$ cat config.mk
export PLATFORM = sky130hd
export DESIGN_NAME = ldem_monitor
export DESIGN_NICKNAME = d
export VERILOG_FILES = /design/src/inc/ldem_pkg.sv /design/src/core/ldem_err_counter.sv /design/src/core/ldem_monitor.sv
export VERILOG_INCLUDE_DIRS = /design/src /design/src/inc
export SDC_FILE = /design/constraint.sdc
export NUM_CORES = 1
export LEC_CHECK = 0
export ABC_CLOCK_PERIOD_IN_PS = 2150
export BUFFER_PORTS_ARGS = -buffer_cell sky130_fd_sc_hd__clkbuf_2
export CAP_MARGIN = 10
export CORE_MARGIN = 5
export CORE_UTILIZATION = 37
export DETAILED_ROUTE_END_ITERATION = 12
export PLACE_DENSITY = 0.49
export SLEW_MARGIN = 20
export SYNTH_ARGS = -nofsm -noshare
export SYNTH_HDL_FRONTEND = slang
export SYNTH_SLANG_ARGS = --single-unit
$ cat constraint.sdc
create_clock -name clk_sys_i -period 2.15 [get_ports clk_sys_i]
set_input_delay 0.1075 -clock clk_sys_i [delete_from_list [all_inputs] [get_ports clk_sys_i]]
set_output_delay 0.1075 -clock clk_sys_i [all_outputs]
set_load 0.05 [all_outputs]
$ cat src/inc/ldem_regs.svh
// Register offsets, field positions and reset values of the lane decode error monitor
`ifndef LDEM_REGS_SVH
`define LDEM_REGS_SVH

// Width of the configuration port address
`define LDEM_ADDR_W 12

// Lane status registers, lanes 5 to 7
`define LDEM_OFS_LANE5_ERROR_STATUS 12'h495
`define LDEM_OFS_LANE6_ERROR_STATUS 12'h496
`define LDEM_OFS_LANE7_ERROR_STATUS 12'h497

// Disparity error counters, lanes 0 to 5
`define LDEM_OFS_LANE0_DISPARITY_ERRORS 12'h498
`define LDEM_OFS_LANE1_DISPARITY_ERRORS 12'h499
`define LDEM_OFS_LANE2_DISPARITY_ERRORS 12'h49a
`define LDEM_OFS_LANE3_DISPARITY_ERRORS 12'h49b
`define LDEM_OFS_LANE4_DISPARITY_ERRORS 12'h49c
`define LDEM_OFS_LANE5_DISPARITY_ERRORS 12'h49d

// Status register fields
`define LDEM_STAT_ACTIVE_BIT 3
`define LDEM_STAT_FLAGS_MSB 2
`define LDEM_STAT_FLAGS_LSB 0

// Counter and register geometry
`define LDEM_CNT_WIDTH 8
`define LDEM_REG_RESET 8'h00
`define LDEM_LANES 8
`define LDEM_ERR_TYPES 3

`endif

$ cat src/inc/ldem_pkg.sv
// Types shared by the lane decode error monitor
package ldem_pkg;

  // Bit order matches the terminal-count field: [2] control char, [1] code group, [0] disparity
  typedef struct packed {
    logic unexpected_control_char;
    logic invalid_code_group;
    logic disparity_violation;
  } ldem_lane_err_t;

  typedef struct packed {
    logic en;
    logic [11:0] addr;
  } ldem_rd_req_t;

  typedef struct packed {
    logic valid;
    logic [7:0] data;
  } ldem_rd_rsp_t;

endpackage : ldem_pkg

$ cat src/core/ldem_err_counter.sv
// Saturating per-lane error counter with terminal-count flag
`timescale 1ns/1ns
`include "ldem_regs.svh"

module ldem_err_counter #(
  parameter int W = `LDEM_CNT_WIDTH
) (
  input wire logic clk_sys_i,
  input wire logic nrst_i,
  input wire logic clr_i,
  input wire logic event_i,
  output logic [W-1:0] count_o,
  output logic full_o
);

  localparam logic [W-1:0] TERMINAL = {W{1'b1}};

  logic [W-1:0] count_q;
  logic [W-1:0] count_d;
  logic full_q;
  logic full_d;

  always_comb begin
    count_d = count_q;
    if (clr_i) begin
      count_d = '0;
    end else if (event_i && (count_q != TERMINAL)) begin
      // Holds at terminal so the flag and the count never disagree
      count_d = count_q + {{(W-1){1'b0}}, 1'b1};
    end
    full_d = (count_d == TERMINAL);
  end

  always_ff @(posedge clk_sys_i) begin
    if (!nrst_i) begin
      count_q <= '0;
      full_q <= 1'b0;
    end else begin
      count_q <= count_d;
      full_q <= full_d;
    end
  end

  assign count_o = count_q;
  assign full_o = full_q;

endmodule : ldem_err_counter

$ cat src/core/ldem_monitor.sv
// Lane decode error monitor: per-lane error counters and read-only status registers
`timescale 1ns/1ns
`include "ldem_regs.svh"

////////////////////////////////////////////////////////////////////////////////
module ldem_monitor #(
  parameter int LANES = `LDEM_LANES,
  parameter int CNT_W = `LDEM_CNT_WIDTH
) (
  input wire logic clk_sys_i,
  input wire logic nrst_i,
  input wire logic [LANES-1:0] lane_active_i,
  input ldem_pkg::ldem_lane_err_t [LANES-1:0] lane_err_i,
  input ldem_pkg::ldem_rd_req_t rd_req_i,
  output ldem_pkg::ldem_rd_rsp_t rd_rsp_o,
  output logic count_full_any_o
);

  localparam int NTYPES = `LDEM_ERR_TYPES;

  ////////////////////////////////////////////////////////////////////////////////
  // Helpers

  // Status byte layout: reserved high nibble, enable, three terminal flags
  function automatic logic [7:0] status_byte(input logic active, input logic [2:0] flags);
    logic [7:0] b;
    b = `LDEM_REG_RESET;
    b[`LDEM_STAT_ACTIVE_BIT] = active;
    b[`LDEM_STAT_FLAGS_MSB:`LDEM_STAT_FLAGS_LSB] = flags;
    return b;
  endfunction : status_byte

  // Counters are wider than the register only if CNT_W is raised; show the low byte
  function automatic logic [7:0] count_byte(input logic [CNT_W-1:0] c);
    logic [7:0] b;
    b = `LDEM_REG_RESET;
    for (int k = 0; k < CNT_W && k < 8; k++) begin
      b[k] = c[k];
    end
    return b;
  endfunction : count_byte

  ////////////////////////////////////////////////////////////////////////////////
  // Lane enable capture

  logic [LANES-1:0] active_q;
  logic [LANES-1:0] active_d;

  always_comb begin
    active_d = lane_active_i;
  end

  always_ff @(posedge clk_sys_i) begin
    if (!nrst_i) begin
      active_q <= '0;
    end else begin
      active_q <= active_d;
    end
  end

  ////////////////////////////////////////////////////////////////////////////////
  // Error counters, one per lane and error type

  logic [CNT_W-1:0] cnt [LANES][NTYPES];
  logic [NTYPES-1:0] full [LANES];

  for (genvar l = 0; l < LANES; l++) begin : g_lane
    logic [NTYPES-1:0] ev;
    logic [NTYPES-1:0] full_bits;
    // Struct packs straight into the flag order, so index t is also the flag bit
    assign ev = lane_err_i[l];
    for (genvar t = 0; t < NTYPES; t++) begin : g_type
      // A lane in soft reset has its counters cleared and ignores its decoder
      ldem_err_counter #(
        .W(CNT_W)
      ) u_cnt (
        .clk_sys_i(clk_sys_i),
        .nrst_i(nrst_i),
        .clr_i(!active_q[l]),
        .event_i(ev[t]),
        .count_o(cnt[l][t]),
        .full_o(full_bits[t])
      );
    end
    assign full[l] = full_bits;
  end

  ////////////////////////////////////////////////////////////////////////////////
  // Summary flag

  logic any_full_q;
  logic any_full_d;

  always_comb begin
    any_full_d = 1'b0;
    for (int l = 0; l < LANES; l++) begin
      any_full_d = any_full_d | (|full[l]);
    end
  end

  always_ff @(posedge clk_sys_i) begin
    if (!nrst_i) begin
      any_full_q <= 1'b0;
    end else begin
      any_full_q <= any_full_d;
    end
  end

  assign count_full_any_o = any_full_q;

  ////////////////////////////////////////////////////////////////////////////////
  // Read port

  ldem_pkg::ldem_rd_rsp_t rsp_q;
  ldem_pkg::ldem_rd_rsp_t rsp_d;

  // Data holds between reads so a slow shifter can take its time
  always_comb begin
    rsp_d.valid = rd_req_i.en;
    rsp_d.data = rsp_q.data;
    if (rd_req_i.en) begin
      case (rd_req_i.addr)
        `LDEM_OFS_LANE5_ERROR_STATUS: begin
          rsp_d.data = status_byte(active_q[5], full[5]);
        end
        `LDEM_OFS_LANE6_ERROR_STATUS: begin
          rsp_d.data = status_byte(active_q[6], full[6]);
        end
        `LDEM_OFS_LANE7_ERROR_STATUS: begin
          rsp_d.data = status_byte(active_q[7], full[7]);
        end
        `LDEM_OFS_LANE0_DISPARITY_ERRORS: begin
          rsp_d.data = count_byte(cnt[0][0]);
        end
        `LDEM_OFS_LANE1_DISPARITY_ERRORS: begin
          rsp_d.data = count_byte(cnt[1][0]);
        end
        `LDEM_OFS_LANE2_DISPARITY_ERRORS: begin
          rsp_d.data = count_byte(cnt[2][0]);
        end
        `LDEM_OFS_LANE3_DISPARITY_ERRORS: begin
          rsp_d.data = count_byte(cnt[3][0]);
        end
        `LDEM_OFS_LANE4_DISPARITY_ERRORS: begin
          rsp_d.data = count_byte(cnt[4][0]);
        end
        `LDEM_OFS_LANE5_DISPARITY_ERRORS: begin
          rsp_d.data = count_byte(cnt[5][0]);
        end
        default: begin
          // Unmapped addresses answer zero
          rsp_d.data = `LDEM_REG_RESET;
        end
      endcase
    end
  end

  always_ff @(posedge clk_sys_i) begin
    if (!nrst_i) begin
      rsp_q.valid <= 1'b0;
      rsp_q.data <= `LDEM_REG_RESET;
    end else begin
      rsp_q <= rsp_d;
    end
  end

  assign rd_rsp_o = rsp_q;

endmodule : ldem_monitor

==> metrics.cfg <==
[power_and_ir_drop]
power.share.sequential_pct = 46.2
p_comb_share_pct = 4.2
powerDensity_nw_per_um2 = 675
ir_drop_uv = 550
power_switching_mw = 2.15
power_mw = 9.51
power_frac_clock_pct = 49.6
swShare_pct = 22.6
power.leakage_nw = 4.92
internal_power_mw = 7.36

[route]
ant_nets = 0
wire_per_inst_um = 15.1
firstDrtPassIters = 5
vias_per_cell = 5.45
routed_wl_um = 29600
vias = 10700
drtIter0Drc = 658
post-route-drc-count = 0

[sta]
fin_tns_setup_ns = 0
holdWs_ns = 0.0565
finalCritPeriodShare_pct = 91.9
fmax_mhz = 506
hold_viol = 0
finalClockSkew_ns = 0.0200
rsz0062_at_grt = no
finalSetupViolations = 0
worst_pin_slew_ns = 0.588
relSlewSlack_pct = 60.4
fin_crit_ns = 1.98
report.final.slew_viol_count = 0

[layout]
design_area_um2 = 14100
layout_common_cells = dfxtp_1 (233), nor2_1 (167), nand2_1 (136)
mostFrequentLayoutCell = dfxtp_1
layout.nets = 1608
area_growth_pct = 17.9
antenna_cells = 0
drive_above_1_share_pct = 11.1

[placement]
hpwl_um = 21000
io_buffer_count = 56
dpl_cell_area_um2 = 12800
gp_congestion = 0.853

[die]
fp.dieH_um = 190
core_um2 = 31700
die_w_um = 190
rows = 65
io_pins = 57
start_util_pct = 37.7
die_area_um2 = 36000

[setup_path]
rrSetupSlack_ns = 0.17
r2r_cells = 6
timing.rr.end = g_lane[5].g_type[0].u_cnt.full_o
cp-end-kind = flop
path_class = flop to flop
cp_data_arrival_time_ns = 2.42
endpoint = g_lane[5].g_type[0].u_cnt.full_o
critPathLaunchType = flop
r2r_start = g_lane[5].g_type[0].u_cnt.count_o[0]
crit_required_ns = 2.60
critPathLaunch = g_lane[5].g_type[0].u_cnt.count_o[0]
cp_max_fo = 5

[logic_synthesis]
async_flop_share_pct = 0
ys_ff_latch = 234
synth_edf_count = 0
synth-main-ff-cell = dfxtp_1
syn_inst = 1440
syn_area_per_cell_um2 = 8.30
ys_types = 71
ys_seq_area_share_pct = 39.2
synthesis.area_um2 = 11900
ys_warn_count = 0
syn-num-nets = 1511

[global_route]
overflow = 0
grt_util_all_layers_pct = 15.9
grt_pass1_wl_um = 49000
grt_max_degree = 34
grt_pass1_vias = 9955
antenna_found_initial = 0

[clocking]
ctsLongestPathBuffers = 3
clkTransAtPathRegs_ns = 0.06
cts_tree = yes
cts-root-buf = clkbuf_16
htreeDepth = 1
cts-buffers-inserted = 28
clkLatencyLatePin_ns = 0.55
cts.sinks = 234

[worst_hold_path]
holdPathStages = 3
hp-class = input port to flop
min_from = nrst_i

[outcome]
outcome = finished clean

[flow_run]
drv_cap = 0

-- kinds of logic after synthesis --
kind of cell | synth area share, %
buffers and inverters | 3.28
adder cells (fa/ha/maj) | 2.51
XOR/XNOR | 6.08
AND/OR/NAND/NOR | 30.4
flip-flops | 39.2
multiplexers | 4.07
AO/OA/AOI/OAI | 14.5
-- worst min-delay path by stage --
stage,to,slack [ns]
after floorplan,rd_rsp_o[8],0.23
after global placement,active_q[4],0.32
after detailed placement,active_q[6],0.32
after CTS,active_q[6],0.03
after global routing,active_q[6],0.05
final,active_q[2],0.06
-- power groups by stage --
| stage | Clock, mW | Sequential (mW) | Combinational [mW] |
|---|---|---|---|
| finish | 4.72 | 4.40 | 0.396 |
| global route | 5.08 | 4.40 | 0.435 |
| CTS | 4.89 | 4.40 | 0.398 |
| global placement | 0 | 4.49 | 0.350 |
| detailed placement | 0 | 4.49 | 0.349 |
| floorplan | 0 | 4.48 | 0.190 |
-- cells in the mapped netlist, types with 6 or more instances --
cell type	number	area, um2
dfxtp_1	234	4680
nor2_1	168	631
nand2_1	136	510
nand3_1	79	395
a21oi_1	70	350
nand4_1	64	400
xor2_1	54	473
nor3_1	53	265
clkbuf_1	50	188
inv_1	35	131
mux2i_1	34	340
a31oi_1	33	206
and3_1	30	188
and4_1	30	263
xnor2_1	29	254
ha_1	24	300
o21ai_0	22	110
and2_1	21	131
nor2b_1	20	125
nor4_1	18	113
a211oi_1	17	128
nor3b_1	14	105
mux2_2	13	146
nand2b_1	13	81.3
a41oi_1	12	105
o21ai_1	11	55.1
buf_2	10	50.1
nor4b_1	10	87.6
a311oi_1	9	78.8
o211ai_1	8	60.1
o31ai_1	8	60.1
or4_1	8	60.1
o21a_1	7	52.6
a22oi_1	6	45.0
nand3b_1	6	45.0
o2111ai_1	6	52.6
o21bai_1	6	45.0
-- layout make-up --
class	count	area [um2]
fillers	3177	17600
multi-input cells	1107	6890
flip-flops and latches	234	4690
repair buffers	131	948
clock buffers	43	847
well taps	402	503
inverters	35	131
clock inverters	9	87.6
-- sequential cells by signal (all words and copies together) (netlist names) --
name                         cells
active_q                         8
g_lane.g_type.u_cnt.count_o    192
g_lane.g_type.u_cnt.full_o      24
count_full_any_o                 1
rd_rsp_o                         9
-- routing by layer --
layer	up-vias	GRT usage, %	routed length (um)
li1	5484	-	-
met3	52	1.89	1050
met2	180	25.9	13000
met1	4963	22.3	14600
met4	0	4.45	853
met5	-	0	0
-- critical path, cell delays in order (launching register included) --
cell	delay (ns)
dfxtp_1	0.43
ha_1	0.20
nand4_1	0.11
o21a_1	0.26
xnor2_1	0.17
or4_1	0.51
nor4_1	0.19
-- what timing repair did --
action / 4_1_cts / 5_1_grt
resized for setup: 0 / 5
setup endpoints to repair: 0 / 4
hold buffers: 32 / 0
endpoints found under the hold margin: 56 / 0
buffers inserted: 0 / 0
-- metrics by stage --
stage | instances | setup WS (ns) | util (%)
final | 1961 | 0.174 | 44.4
after floorplan | 1440 | 0.223 | -
after CTS | 1961 | 0.135 | 44.4
after global placement | 1877 | 0.220 | 40.4
after global routing | 1961 | 0.00182 | 44.4
after detailed placement | 1877 | 0.134 | 40.4
No activity file was read; power rests on OpenSTA's default activity.
